[src/hdl/aecp_pkg.sv]
// Shared constants and types of the event counter pair
package aecp_pkg;

  localparam int          APB_AW       = 12;
  localparam logic [11:0] CTRL_OFS     = 12'h000;
  localparam logic [11:0] UPPER_OFS    = 12'h004;
  localparam logic [11:0] LOWER_OFS    = 12'h008;

  localparam logic [7:0]  CTRL_RESET   = 8'h00;
  localparam logic [7:0]  COUNT_RESET  = 8'h00;
  localparam logic [7:0]  COUNT_MAX    = 8'hff;
  localparam logic [31:0] RDATA_ZERO   = 32'h0000_0000;

  localparam int          OVH_BIT      = 7;
  localparam int          OVL_BIT      = 6;

  // Input clock select
  localparam logic [1:0]  CLK_PIN      = 2'h0;
  localparam logic [1:0]  CLK_DIV2     = 2'h1;
  localparam logic [1:0]  CLK_DIV4     = 2'h2;
  localparam logic [1:0]  CLK_DIV8     = 2'h3;

  // Pin edge select
  localparam logic [1:0]  EDGE_FALL    = 2'h0;
  localparam logic [1:0]  EDGE_RISE    = 2'h1;
  localparam logic [1:0]  EDGE_BOTH    = 2'h2;

  localparam int          PRESCALE_W   = 3;

  typedef struct packed {
    logic       ovHigh;
    logic       ovLow;
    logic       reserved;
    logic       split;
    logic       cueHigh;
    logic       cueLow;
    logic       crcHigh;
    logic       crcLow;
  } aecp_ctrl_t;

  typedef struct packed {
    logic [1:0] clkSel;
    logic [1:0] edgeSel;
  } aecp_src_t;

  typedef enum logic [1:0] {
    AECP_IDLE = 2'b01,
    AECP_DONE = 2'b10
  } aecp_apb_st_t;

endpackage

[src/hdl/aecp_counter_pair.sv]
// Event counter pair: APB registers, counting and overflow flags
`timescale 1ns/1ns
module aecp_counter_pair #(
  parameter int AW = aecp_pkg::APB_AW
) (
  input  wire logic                sys_clk,
  input  wire logic                rst_n,
  input  wire logic [AW-1:0]       paddr,
  input  wire logic                psel,
  input  wire logic                penable,
  input  wire logic                pwrite,
  input  wire logic [31:0]         pwdata,
  output logic      [31:0]         prdata_r,
  output logic                     pready_r,
  output logic                     pslverr_r,
  input  wire logic                eventPinHigh,
  input  wire logic                eventPinLow,
  input  wire logic                gatePinInput,
  input  wire logic                gatePwmOutput,
  input  wire logic                gatePwmSelect,
  input  wire aecp_pkg::aecp_src_t srcHigh,
  input  wire aecp_pkg::aecp_src_t srcLow,
  input  wire logic [1:0]          gateEdgeSel,
  output logic      [7:0]          upperEventCounter_r,
  output logic      [7:0]          lowerEventCounter_r,
  output logic                     overflowIrqFlag_r
);

  aecp_pkg::aecp_ctrl_t   ctrl_r;
  aecp_pkg::aecp_ctrl_t   wrBits;
  aecp_pkg::aecp_apb_st_t apbSt_r;
  logic                   ovHighArmed_r;
  logic                   ovLowArmed_r;
  logic [7:0]             upper_nxt;
  logic [7:0]             lower_nxt;
  logic                   edgeHigh;
  logic                   edgeLow;
  logic                   gatePinSync;
  logic                   tick2;
  logic                   tick4;
  logic                   tick8;
  logic                   gateOn;
  logic                   tickHigh;
  logic                   tickLow;
  logic                   lowStep;
  logic                   highStep;
  logic                   ovHighEvent;
  logic                   ovLowEvent;
  logic                   access;
  logic                   done;
  logic                   wrCtrl;
  logic                   rdCtrl;
  logic                   ovHighClr;
  logic                   ovLowClr;
  logic                   mapped;
  logic [31:0]            rdMux;

  function automatic logic pickTick(
    input logic [1:0] sel,
    input logic       pinEdge,
    input logic       t2,
    input logic       t4,
    input logic       t8
  );
    case (sel)
      aecp_pkg::CLK_PIN:  pickTick = pinEdge;
      aecp_pkg::CLK_DIV2: pickTick = t2;
      aecp_pkg::CLK_DIV4: pickTick = t4;
      default:            pickTick = t8;
    endcase
  endfunction

  function automatic logic isAddr(
    input logic [AW-1:0] a,
    input logic [11:0]   ofs
  );
    isAddr = (a == AW'(ofs));
  endfunction

  aecp_edge_sync u_syncHigh (
    .sys_clk   (sys_clk),
    .rst_n     (rst_n),
    .pinIn     (eventPinHigh),
    .edgeSel   (srcHigh.edgeSel),
    .levelSync (),
    .edgeHit   (edgeHigh)
  );

  aecp_edge_sync u_syncLow (
    .sys_clk   (sys_clk),
    .rst_n     (rst_n),
    .pinIn     (eventPinLow),
    .edgeSel   (srcLow.edgeSel),
    .levelSync (),
    .edgeHit   (edgeLow)
  );

  // Only the level matters for gating; its edge output is left unconnected
  aecp_edge_sync u_syncGate (
    .sys_clk   (sys_clk),
    .rst_n     (rst_n),
    .pinIn     (gatePinInput),
    .edgeSel   (gateEdgeSel),
    .levelSync (gatePinSync),
    .edgeHit   ()
  );

  aecp_prescaler u_prescale (
    .sys_clk (sys_clk),
    .rst_n   (rst_n),
    .tick2   (tick2),
    .tick4   (tick4),
    .tick8   (tick8)
  );

  // Count qualification
  always_comb
  begin
    gateOn   = gatePwmSelect ? gatePwmOutput : gatePinSync;
    tickHigh = pickTick(srcHigh.clkSel, edgeHigh, tick2, tick4, tick8);
    tickLow  = pickTick(srcLow.clkSel, edgeLow, tick2, tick4, tick8);
    lowStep  = tickLow & ctrl_r.cueLow & ctrl_r.crcLow & gateOn;
    if (ctrl_r.split)
      highStep = tickHigh & ctrl_r.cueHigh & ctrl_r.crcHigh
                 & gateOn;
    else
      highStep = lowStep & (lowerEventCounter_r == aecp_pkg::COUNT_MAX)
                 & ctrl_r.cueHigh & ctrl_r.crcHigh;
    ovHighEvent = highStep
                  & (upperEventCounter_r == aecp_pkg::COUNT_MAX);
    ovLowEvent  = ctrl_r.split & lowStep
                  & (lowerEventCounter_r == aecp_pkg::COUNT_MAX);
  end

  // Next counter values
  always_comb
  begin
    upper_nxt = upperEventCounter_r;
    lower_nxt = lowerEventCounter_r;
    if (!ctrl_r.crcHigh)
      upper_nxt = aecp_pkg::COUNT_RESET;
    else if (highStep)
      upper_nxt = upperEventCounter_r + 8'h01;
    if (!ctrl_r.crcLow)
      lower_nxt = aecp_pkg::COUNT_RESET;
    else if (lowStep)
      lower_nxt = lowerEventCounter_r + 8'h01;
  end

  // Counters are never written by the bus
  always_ff @(posedge sys_clk or negedge rst_n)
  begin
    if (!rst_n)
    begin
      upperEventCounter_r <= aecp_pkg::COUNT_RESET;
      lowerEventCounter_r <= aecp_pkg::COUNT_RESET;
    end
    else
    begin
      upperEventCounter_r <= upper_nxt;
      lowerEventCounter_r <= lower_nxt;
    end
  end

  always_ff @(posedge sys_clk or negedge rst_n)
  begin
    if (!rst_n)
      overflowIrqFlag_r <= 1'b0;
    else
      overflowIrqFlag_r <= ovHighEvent | ovLowEvent;
  end

  // APB decode; one wait state on every access
  always_comb
  begin
    access    = psel & penable;
    done      = access & pready_r;
    wrCtrl    = done & pwrite & isAddr(paddr, aecp_pkg::CTRL_OFS);
    rdCtrl    = done & ~pwrite & isAddr(paddr, aecp_pkg::CTRL_OFS);
    wrBits    = pwdata[$bits(aecp_pkg::aecp_ctrl_t)-1:0];
    mapped    = isAddr(paddr, aecp_pkg::CTRL_OFS)
                | isAddr(paddr, aecp_pkg::UPPER_OFS)
                | isAddr(paddr, aecp_pkg::LOWER_OFS);
    ovHighClr = wrCtrl & ~pwdata[aecp_pkg::OVH_BIT]
                & ovHighArmed_r;
    ovLowClr  = wrCtrl & ~pwdata[aecp_pkg::OVL_BIT]
                & ovLowArmed_r;
    rdMux     = aecp_pkg::RDATA_ZERO;
    if (isAddr(paddr, aecp_pkg::CTRL_OFS))
      rdMux[7:0] = ctrl_r;
    else if (isAddr(paddr, aecp_pkg::UPPER_OFS))
      rdMux[7:0] = upperEventCounter_r;
    else if (isAddr(paddr, aecp_pkg::LOWER_OFS))
      rdMux[7:0] = lowerEventCounter_r;
  end

  always_ff @(posedge sys_clk or negedge rst_n)
  begin
    if (!rst_n)
    begin
      apbSt_r   <= aecp_pkg::AECP_IDLE;
      pready_r  <= 1'b0;
      pslverr_r <= 1'b0;
      prdata_r  <= aecp_pkg::RDATA_ZERO;
    end
    else
    begin
      case (apbSt_r)
        aecp_pkg::AECP_IDLE:
        begin
          if (access)
          begin
            apbSt_r   <= aecp_pkg::AECP_DONE;
            pready_r  <= 1'b1;
            pslverr_r <= ~mapped;
            prdata_r  <= pwrite ? aecp_pkg::RDATA_ZERO : rdMux;
          end
        end
        aecp_pkg::AECP_DONE:
        begin
          apbSt_r   <= aecp_pkg::AECP_IDLE;
          pready_r  <= 1'b0;
          pslverr_r <= 1'b0;
          prdata_r  <= aecp_pkg::RDATA_ZERO;
        end
        default:
        begin
          apbSt_r  <= aecp_pkg::AECP_IDLE;
          pready_r <= 1'b0;
        end
      endcase
    end
  end

  // One process owns the whole register; set beats clear, one is ignored
  always_ff @(posedge sys_clk or negedge rst_n)
  begin
    if (!rst_n)
      ctrl_r <= aecp_pkg::CTRL_RESET;
    else
    begin
      if (wrCtrl)
      begin
        ctrl_r.reserved <= wrBits.reserved;
        ctrl_r.split    <= wrBits.split;
        ctrl_r.cueHigh  <= wrBits.cueHigh;
        ctrl_r.cueLow   <= wrBits.cueLow;
        ctrl_r.crcHigh  <= wrBits.crcHigh;
        ctrl_r.crcLow   <= wrBits.crcLow;
      end
      if (ovHighEvent)
        ctrl_r.ovHigh <= 1'b1;
      else if (ovHighClr)
        ctrl_r.ovHigh <= 1'b0;
      if (ovLowEvent)
        ctrl_r.ovLow <= 1'b1;
      else if (ovLowClr)
        ctrl_r.ovLow <= 1'b0;
    end
  end

  // Arming: a read that returned one permits the next clearing write
  always_ff @(posedge sys_clk or negedge rst_n)
  begin
    if (!rst_n)
    begin
      ovHighArmed_r <= 1'b0;
      ovLowArmed_r  <= 1'b0;
    end
    else
    begin
      if (rdCtrl && prdata_r[aecp_pkg::OVH_BIT])
        ovHighArmed_r <= 1'b1;
      else if (ovHighClr)
        ovHighArmed_r <= 1'b0;
      if (rdCtrl && prdata_r[aecp_pkg::OVL_BIT])
        ovLowArmed_r <= 1'b1;
      else if (ovLowClr)
        ovLowArmed_r <= 1'b0;
    end
  end
endmodule

[src/hdl/aecp_edge_sync.sv]
// Pin synchroniser with selectable edge detection
`timescale 1ns/1ns
module aecp_edge_sync (
  input  wire logic       sys_clk,
  input  wire logic       rst_n,
  input  wire logic       pinIn,
  input  wire logic [1:0] edgeSel,
  output logic            levelSync,
  output logic            edgeHit
);

  logic sync1_r;
  logic sync2_r;
  logic prev_r;

  always_ff @(posedge sys_clk or negedge rst_n)
  begin
    if (!rst_n)
    begin
      sync1_r <= 1'b0;
      sync2_r <= 1'b0;
      prev_r  <= 1'b0;
    end
    else
    begin
      sync1_r <= pinIn;
      sync2_r <= sync1_r;
      prev_r  <= sync2_r;
    end
  end

  assign levelSync = sync2_r;

  // Prohibited select senses nothing
  always_comb
  begin
    case (edgeSel)
      aecp_pkg::EDGE_FALL: edgeHit = prev_r & ~sync2_r;
      aecp_pkg::EDGE_RISE: edgeHit = ~prev_r & sync2_r;
      aecp_pkg::EDGE_BOTH: edgeHit = prev_r ^ sync2_r;
      default:             edgeHit = 1'b0;
    endcase
  end

endmodule

[src/hdl/aecp_prescaler.sv]
// Free-running divider giving /2, /4 and /8 ticks
`timescale 1ns/1ns
module aecp_prescaler #(
  parameter int WIDTH = aecp_pkg::PRESCALE_W
) (
  input  wire logic sys_clk,
  input  wire logic rst_n,
  output logic      tick2,
  output logic      tick4,
  output logic      tick8
);

  logic [WIDTH-1:0] div_r;

  always_ff @(posedge sys_clk or negedge rst_n)
  begin
    if (!rst_n)
      div_r <= '0;
    else
      div_r <= div_r + 1'b1;
  end

  assign tick2 = &div_r[0];
  assign tick4 = &div_r[1:0];
  assign tick8 = &div_r[2:0];

endmodule

[config.mk]
export PLATFORM = sky130hd
export DESIGN_NAME = aecp_counter_pair
export DESIGN_NICKNAME = d
export VERILOG_FILES = /design/src/hdl/aecp_pkg.sv /design/src/hdl/aecp_counter_pair.sv /design/src/hdl/aecp_edge_sync.sv /design/src/hdl/aecp_prescaler.sv
export SDC_FILE = /design/constraint.sdc
export NUM_CORES = 1
export LEC_CHECK = 0
export ABC_AREA = 0
export BUFFER_PORTS_ARGS = -buffer_cell sky130_fd_sc_hd__buf_2
export CORE_ASPECT_RATIO = 1.75
export CORE_MARGIN = 4
export CORE_UTILIZATION = 50
export CTS_BUF_LIST = sky130_fd_sc_hd__clkbuf_16
export CTS_CLUSTER_DIAMETER = 120
export DETAILED_ROUTE_END_ITERATION = 10
export PLACE_DENSITY = 0.83
export SYNTH_ARGS = -nofsm -noshare
export SYNTH_HDL_FRONTEND = slang
export SYNTH_SLANG_ARGS = --single-unit
[constraint.sdc]
create_clock -name sys_clk -period 3.6 [get_ports sys_clk]
set_input_delay 0.72 -clock sys_clk [delete_from_list [all_inputs] [get_ports sys_clk]]
set_output_delay 0.72 -clock sys_clk [all_outputs]
set_load 0.05 [all_outputs]
==> out/metrics.cfg, run 1 <==
[pwr]
pwr-share-comb = 0.115
vdd.ir_drop.worst_mv = 0.337
p_int_uw = 842
clockPowerShare = 0.392
power.net_switching_uw = 303
p_seq_frac = 0.492
switching_share = 0.265
leakage_uw = 0.00149
power.density_nw_per_um2 = 368

[final_layout]
final_util = 0.592
fin_nets = 408
layout_commonest_cell = buf_2
drive_above_1_share = 0.249
areaGrowthSynthToFinish_pct = 15.9
fillers = 470
regArea_um2 = 1230
diodes = 0
final_cell_mix = buf_2 (64), dfrtp_1 (48), nand2_1 (27)
multiInputGateArea_um2 = 1310

[run]
drv_cap = 0

[yosys]
synth_cell_types = 45
synth.largest_area_cell = dfrtp_1
ys_seq_elements = 49
synthTopCellsByArea = dfrtp_1 (45%), buf_4 (6.7%), o21ai_0 (4.8%)
synth_area_um2 = 2690
async_flop_share = 1.00
yosysSeqAreaShare = 0.457
netlist_instances = 269
yosysTopAreaCellShare = 0.447
avgSynthCellArea_um2 = 9.99
ys.warnings.count = 0
synthFlopType = dfrtp_1
synth_edf_count = 0

[sta]
period_share = 0.697
finalHoldViolations = 0
max_freq_mhz = 399
timing.final.ws_setup_ns = 1.09
tns_ns = 0
relSlewSlack = 0.281
finalCriticalPeriod_ns = 2.51
maxSlewViolCount = 0
setup-violations-final = 0
fin_skew_ns = 0.00338
rsz0062_at_grt = false
max_slew.worst_pin.slew_ns = 1.08

[floorplanning]
rows = 35
die_h_um = 105
die_w_um = 63.4
ios = 115
initial_core_util = 0.511
die-area_um2 = 6660
core_um2 = 5260

[routing]
antenna_left = 0
drc = 0
vias = 2204
first_pass_iters = 5
wire_per_inst_um = 15.0
wl_um = 5880
drt_iter0_drc = 97
vias_per_cell = 5.62

[global_routing]
track_usage = 0.182
grt_max_degree = 50
grt_first_pass_wirelength_um = 9780
grt.overflow.total = 0
grt_pass1_vias = 2117
antenna_found_initial = 0

[clocking]
ctsResizeCount = 0
cts_setup_buffers = 0
cts_buffer_depth = 2
hold_buffers = 0
cts.clk_slew.worst_paths_ns = 0.06
root_buffer = clkbuf_16
numCtsBuffers = 5
cts-htree-levels = 2
cts_tree = done
clock_latency_ns = 0.28
clock-sinks = 49

[worst_hold_path]
hold_path_class = reg -> reg

[placed_design]
dp_slack_ns = 0.950
post-dp-hpwl_um = 4490
port-buffer-count = 64
routabilityCongestion = 0.804

[setup_path]
endpoint_kind = flop
arrival_ns = 2.72
path_max_fanout = 7
worstSetupPathType = reg -> reg
startpoint_type = flop
worstPathRequired_ns = 3.81

[run_status]
outcome = finished clean

-- power groups by stage --
| stage | Sequential [uW] | Clock [uW] | Combinational (uW) |
|---|---|---|---|
| after floorplan | 583 | 0 | 99.3 |
| after global placement | 573 | 0 | 130 |
| after detailed placement | 574 | 0 | 133 |
| after CTS | 564 | 458 | 133 |
| after global routing | 564 | 479 | 143 |
| final | 564 | 449 | 132 |
-- registers in the layout (all words and copies together), names as in the netlist, 3 cells and up --
signal and cells:
ctrl_r 8, lowerEventCounter_r 8, prdata_r 8, upperEventCounter_r 8, u_prescale.div_r 3
-- worst max-delay path, cell delays in order (launching register included) --
cell	delay (ns)
dfrtp_1	0.41
ha_1	0.22
ha_1	0.18
mux2i_1	0.13
a2111oi_4	0.57
o2111ai_1	0.41
a21oi_1	0.30
mux2i_1	0.21
-- stage by stage --
step | instance area [um2] | total power [uW] | hold slack (ns) | cells
4_1_cts | 3110 | 1150 | 0.349 | 392
3_3_place_gp | 2970 | 703 | 0.333 | 384
3_5_place_dp | 2970 | 706 | 0.335 | 384
6_report | 3110 | 1140 | 0.347 | 392
5_1_grt | 3110 | 1190 | 0.359 | 392
2_1_floorplan | 2770 | 683 | 0.331 | 292
-- kinds of logic (layout without fill, tap and decap cells) --
kind of cell | count (synthesis) | in the layout | share of synthesized area
and+or+nand+nor | 84 | 84 | 0.174
AOI/OAI and AO/OA | 70 | 70 | 0.173
DFF | 49 | 49 | 0.457
buffers and inverters | 39 | 84 | 0.0880
muxes | 16 | 16 | 0.0624
adders and majority gates | 8 | 8 | 0.0373
xor gates and xnor gates | 2 | 2 | 0.00652
other | 1 | 24 | 0.00140
-- synthesized netlist by cell type (2+ instances only) --
master    instances
nor3b_2           2
nand3_1          10
nor2_1            6
dfrtp_1          48
nor3_1            3
a22oi_1           8
and4b_1           4
and3_1            2
o211ai_1          2
o21ai_0          26
nand4b_1          2
o21ai_1           2
nor4_1            2
mux2i_1          10
and2_1            2
a21oi_1          15
a211oi_1          2
nand3b_1          2
buf_4            24
xnor2_1           2
o31ai_1           3
nand2_1          27
nand2b_1         17
mux2_2            6
ha_1              8
or4_1             2
inv_1            12
clkbuf_1          3
-- routing by layer --
metal / up-vias / wire length, um / track usage
met5: - / 0 / 0
met4: 0 / 169 / 0.0696
met3: 13 / 380 / 0.0376
met2: 83 / 3040 / 0.319
met1: 1055 / 2290 / 0.213
li1: 1053 / - / -
-- final timing paths --
check                      cells past startpoint  slack [ns]                start                endpoint
min reg2reg                                    0        0.35   u_syncGate.sync1_r    u_syncGate.levelSync
max                                            7        1.09  u_prescale.div_r[0]  upperEventCounter_r[6]
min                                            0        0.35   u_syncGate.sync1_r    u_syncGate.levelSync
max reg2reg                                    7        1.09  u_prescale.div_r[0]  upperEventCounter_r[6]
max in group asynchronous                      1        2.30                rst_n       u_syncHigh.prev_r
min in group asynchronous                      1        0.62                rst_n            ovLowArmed_r
-- final cells by class --
cell class	count	area share
clock buffer	5	0.0402
clock inverter	3	0.00563
inverter	12	0.0145
multi-input combinational	204	0.420
sequential	49	0.394
tap	55	0.0221
timing repair buffer	64	0.103
Note: power is estimated with default switching activity, not from simulation.
==> inputs of run 2 (changes only) <==
--- a/config.mk
+++ b/config.mk
@@ -9,11 +9,11 @@
 export BUFFER_PORTS_ARGS = -buffer_cell sky130_fd_sc_hd__buf_2
 export CORE_ASPECT_RATIO = 1.75
 export CORE_MARGIN = 4
-export CORE_UTILIZATION = 50
+export CORE_UTILIZATION = 43
 export CTS_BUF_LIST = sky130_fd_sc_hd__clkbuf_16
 export CTS_CLUSTER_DIAMETER = 120
 export DETAILED_ROUTE_END_ITERATION = 10
-export PLACE_DENSITY = 0.83
+export PLACE_DENSITY = 0.76
 export SYNTH_ARGS = -nofsm -noshare
 export SYNTH_HDL_FRONTEND = slang
 export SYNTH_SLANG_ARGS = --single-unit
==> constraint.sdc (replaced) <==
create_clock -name sys_clk -period 2.27 [get_ports sys_clk]
set_input_delay 0.454 -clock sys_clk [delete_from_list [all_inputs] [get_ports sys_clk]]
set_output_delay 0.454 -clock sys_clk [all_outputs]
set_load 0.05 [all_outputs]
==> out/metrics.cfg, run 2 (synthesis results as in run 1) <==
[sta]
period_share = 0.955  ; +0.258
finalCriticalPeriod_ns = 2.17  ; -0.341 ns
finalHoldViolations = 0  ; unchanged
fin_skew_ns = 0.00718  ; +0.00380 ns
max_freq_mhz = 461  ; +16%
setup-violations-final = 0  ; unchanged
maxSlewViolCount = 0  ; unchanged
max_slew.worst_pin.slew_ns = 0.622  ; -0.457 ns
relSlewSlack = 0.585  ; +0.304

[clocking]
root_buffer = clkbuf_16
clock_latency_ns = 0.29  ; about the same
cts_tree = done
numCtsBuffers = 5  ; unchanged
cts_buffer_depth = 2  ; unchanged
clock-sinks = 49  ; unchanged
cts.clk_slew.worst_paths_ns = 0.06  ; about the same
cts-htree-levels = 2  ; unchanged

[final_layout]
final_cell_mix = buf_2 (64), dfrtp_1 (48), nand2_1 (27)
areaGrowthSynthToFinish_pct = 22.2
drive_above_1_share = 0.295  ; +0.0462
layout_commonest_cell = buf_2
diodes = 0  ; unchanged
regArea_um2 = 1230  ; unchanged
fillers = 550  ; +17%
multiInputGateArea_um2 = 1330  ; +1.2%
design_area_um2 = 3280  ; +5.5%
fin_nets = 423  ; +3.7%

[pwr]
leakage_uw = 0.00156  ; +4.8%
vdd.ir_drop.worst_mv = 0.337  ; -0.15%
power.density_nw_per_um2 = 560  ; +52%
p_total_uw = 1840  ; +61%

[floorplanning]
core_um2 = 5970  ; +14%
die-area_um2 = 7630  ; +15%
initial_core_util = 0.450  ; -0.0614
die_h_um = 113  ; +7.2%
ios = 115  ; unchanged
rows = 37  ; +5.7%
die_w_um = 67.8  ; +6.8%

[global_routing]
antenna_found_initial = 0  ; unchanged
grt_max_degree = 27  ; -46%
grt_first_pass_wirelength_um = 10100  ; +3.7%
grt_pass1_vias = 2287  ; +8.0%
grt.overflow.total = 0  ; unchanged
track_usage = 0.170  ; -0.0114

[setup_path]
crit_buf_inv = 1  ; +1
worstSetupPathType = reg -> reg
worstPathRequired_ns = 2.48  ; -1.33 ns
path_max_fanout = 6  ; -1
crit_top_cell = ha_2
startpoint_type = flop
cp_cell_sequence = ha_2 -> ha_2 -> mux2i_2 -> a2111oi_4 -> buf_4 -> o211ai_4 -> or4_1 -> a21oi_1
endpoint_kind = flop
cpPeakStageDelay_ns = 0.47  ; -0.10 ns
crit_slowest_cell = or4_1
path_delay_family = compound AO/OA/AOI/OAI gates
arrival_ns = 2.38  ; -0.34 ns

[placed_design]
post-dp-hpwl_um = 4970  ; +11%
routabilityCongestion = 0.810  ; +0.67%
port-buffer-count = 64  ; unchanged
placed_area_um2 = 3120  ; +4.9%

[routing]
wire_per_inst_um = 14.6  ; -2.3%
vias = 2335  ; +5.9%
antenna_left = 0  ; unchanged
first_pass_iters = 4  ; -1
wl_um = 6300  ; +7.2%
vias_per_cell = 5.43  ; -3.4%
drt_iter0_drc = 99  ; +2.1%
drc = 0  ; unchanged

[run]
drv_cap = 0  ; unchanged

[worst_hold_path]
hold_path_class = in -> async

[run_status]
outcome = finished clean

run 2: cell count changes in the layout (fill, tap and decap cells not counted), sizes merged:
cell / previous run / this run
buf: 64 / 79
run 2: layout make-up:
class | count | share of cell area
Sequential cell | 49 | 0.374
Inverter | 12 | 0.0137
Multi-Input combinational cell | 204 | 0.404
Clock inverter | 3 | 0.00534
Clock buffer | 5 | 0.0381
Timing Repair Buffer | 79 | 0.136
Tap cell | 78 | 0.0297
run 2: layer usage:
metal,vias to the layer above,routed length [um],GRT usage
met4,0,167,0.0840
met1,1125,2330,0.182
met5,-,0,0
met3,17,480,0.0330
li1,1085,-,-
met2,108,3330,0.304
run 2: worst paths after layout:
path	from	to	slack (ns)	cells after the start
max	u_prescale.div_r[1]	lowerEventCounter_r[7]	0.10	8
min	rst_n	u_syncGate.levelSync	0.17	1
max reg2reg	u_prescale.div_r[1]	lowerEventCounter_r[7]	0.10	8
min reg2reg	u_syncLow.sync1_r	u_syncLow.levelSync	0.35	0
max in group asynchronous	rst_n	ctrl_r[1]	1.53	2
min in group sys_clk	eventPinLow	u_syncLow.sync1_r	0.27	1
run 2: timing repair:
| item | CTS | global route |
|---|---|---|
| gates resized for setup | 1 | 4 |
| pin swaps | 0 | 1 |
| setup endpoints to repair | 1 | 11 |
| hold buffers | 0 | 0 |
| setup buffers | 0 | 1 |
run 2: through the flow:
stage | TNS [ns] | util | hold WS [ns] | setup WS (ns) | std cells
finish | 0 | 0.550 | 0.174 | 0.102 | 430
global route | -0.00331 | 0.550 | 0.224 | -0.00331 | 430
CTS | 0 | 0.546 | 0.203 | 0.0467 | 429
detailed placement | 0 | 0.522 | 0.336 | 0.0317 | 421
global placement | 0 | 0.522 | 0.333 | 0.108 | 421
floorplan | 0 | - | 0.158 | 0.0849 | 292
run 2: power breakdown:
| group | internal [uW] | leakage [uW] | switching, uW |
|---|---|---|---|
| combinational | 51.9 | 0.000835 | 169 |
| sequential | 887 | 0.000651 | 6.76 |
| clock | 404 | 0.0000712 | 319 |
| total | 1340 | 0.00156 | 494 |
==> inputs of run 3 (changes only) <==
--- a/config.mk
+++ b/config.mk
@@ -13,7 +13,7 @@
 export CTS_BUF_LIST = sky130_fd_sc_hd__clkbuf_16
 export CTS_CLUSTER_DIAMETER = 120
 export DETAILED_ROUTE_END_ITERATION = 10
-export PLACE_DENSITY = 0.76
+export PLACE_DENSITY = 0.77
 export SYNTH_ARGS = -nofsm -noshare
 export SYNTH_HDL_FRONTEND = slang
 export SYNTH_SLANG_ARGS = --single-unit
==> out/metrics.cfg, run 3 (synthesis results as in run 1) <==
[clocking]
root_buffer = clkbuf_16
cts_buffer_depth = 2  ; unchanged
cts-htree-levels = 2  ; unchanged
numCtsBuffers = 5  ; unchanged
cts_tree = done
cts.clk_slew.worst_paths_ns = 0.06  ; about the same
clock_latency_ns = 0.30  ; about the same
clock-sinks = 49  ; unchanged

[floorplanning]
die_w_um = 67.8  ; unchanged
ios = 115  ; unchanged
die-area_um2 = 7630  ; unchanged
core_um2 = 5970  ; unchanged
die_h_um = 113  ; unchanged
rows = 37  ; unchanged
initial_core_util = 0.450  ; unchanged

[routing]
vias_per_cell = 5.21  ; -4.0%
antenna_left = 0  ; unchanged
drc = 0  ; unchanged
first_pass_iters = 4  ; unchanged
drt_iter0_drc = 90  ; -9.1%
wire_per_inst_um = 14.3  ; -2.4%
wl_um = 6110  ; -3.0%
vias = 2226  ; -4.7%

[setup_path]
worstPathRequired_ns = 2.49  ; about the same
arrival_ns = 2.38  ; about the same
startpoint_type = flop
rr_endpoint = lowerEventCounter_r[7]
r2r_cells = 8  ; unchanged
endpoint_kind = flop
cp-startpoint = u_prescale.div_r[0]
r2r-start = u_prescale.div_r[0]
r2r_slack_ns = 0.11  ; about the same
path_max_fanout = 6  ; unchanged
worstSetupPathType = reg -> reg

[placed_design]
routabilityCongestion = 0.813  ; +0.38%
dp_slack_ns = 0.0681  ; +0.0365 ns
post-dp-hpwl_um = 4770  ; -4.1%
port-buffer-count = 64  ; unchanged

[global_routing]
globalRouteMet2Util = 0.286  ; -0.0182
grt_pass1_vias = 2110  ; -7.7%
antenna_found_initial = 0  ; unchanged
busiest_layer = met2
grt_max_degree = 26  ; -3.7%
grt_util_met1 = 0.180  ; -0.00216
grt_first_pass_wirelength_um = 9560  ; -5.7%
grt.overflow.total = 0  ; unchanged
use_met3 = 0.0420  ; +0.00901
track_usage = 0.165  ; -0.00510

[sta]
tns_ns = 0  ; unchanged
finalCriticalPeriod_ns = 2.16  ; -0.00684 ns
relSlewSlack = 0.597  ; +0.0121
setup-violations-final = 0  ; unchanged
max_freq_mhz = 463  ; +0.32%
finalHoldViolations = 0  ; unchanged
fin_skew_ns = 0.00977  ; +0.00259 ns
maxSlewViolCount = 0  ; unchanged
period_share = 0.952  ; -0.00302
max_slew.worst_pin.slew_ns = 0.604  ; -0.0181 ns
rsz0062_at_grt = false
timing.final.ws_setup_ns = 0.109  ; +0.00685 ns

[final_layout]
fillers = 524  ; -4.7%
final_cell_mix = buf_2 (64), dfrtp_1 (48), nand2_1 (27)
areaGrowthSynthToFinish_pct = 20.9
layout_commonest_cell = buf_2
final_util = 0.544  ; -0.00608
drive_above_1_share = 0.278  ; -0.0175
diodes = 0  ; unchanged
fin_nets = 420  ; -0.71%

[pwr]
power.density_nw_per_um2 = 564  ; +0.89%
leakage_uw = 0.00154  ; -0.94%
vdd.ir_drop.worst_mv = 0.434  ; +29%
p_total_uw = 1830  ; -0.23%

[run]
drv_cap = 0  ; unchanged

[worst_hold_path]
hold_path_class = in -> async

[run_status]
outcome = finished clean

## run 3: worst max path at each step
stage,depth (start not counted),slack [ns],to
after floorplan,7,0.08,lowerEventCounter_r[7]
after global placement,8,0.11,overflowIrqFlag_r
after detailed placement,8,0.07,overflowIrqFlag_r
after CTS,8,0.04,overflowIrqFlag_r
after global routing,8,0.004,lowerEventCounter_r[7]
final,8,0.11,lowerEventCounter_r[7]
## run 3: stage by stage
stage	area [um2]	hold slack (ns)	std cells
floorplan	2770	0.158	292
detailed placement	3100	0.335	419
CTS	3240	0.193	427
global route	3250	0.205	427
global placement	3100	0.333	419
finish	3250	0.165	427
## run 3: where the power goes
group          switching [uW]  internal, uW
clock network             321           399
registers                6.90           887
logic                     167          51.5
total                     496          1340
## run 3: final cells by class
cell class                 instances  area, um2  area share
clock inverter                     3       12.5     0.00385
sequential                        49       1230       0.378
tap                               78       97.6      0.0301
multi-input combinational        204       1320       0.405
timing repair buffer              76        423       0.130
inverter                          12       45.0      0.0139
clock buffer                       5        125      0.0385
## run 3: critical path, cell delays in order, from the launching register on
cell,delay (ns)
dfrtp_1,0.35
ha_1,0.18
ha_1,0.20
mux2i_2,0.11
a2111oi_4,0.34
buf_4,0.20
o211ai_4,0.10
or4_1,0.47
a21oi_1,0.15
## run 3: what timing repair did
item                                    4_1_cts  5_1_grt
endpoints found under the setup margin        0        8
resized for setup                             0        2
setup buffers                                 0        0
hold buffers                                  0        0
## run 3: metal layers
metal  part of all wire  up-vias
met5                  0        -
met2               0.52       86
met1               0.38     1045
met4              0.023        0
li1                   -     1081
met3              0.074       14
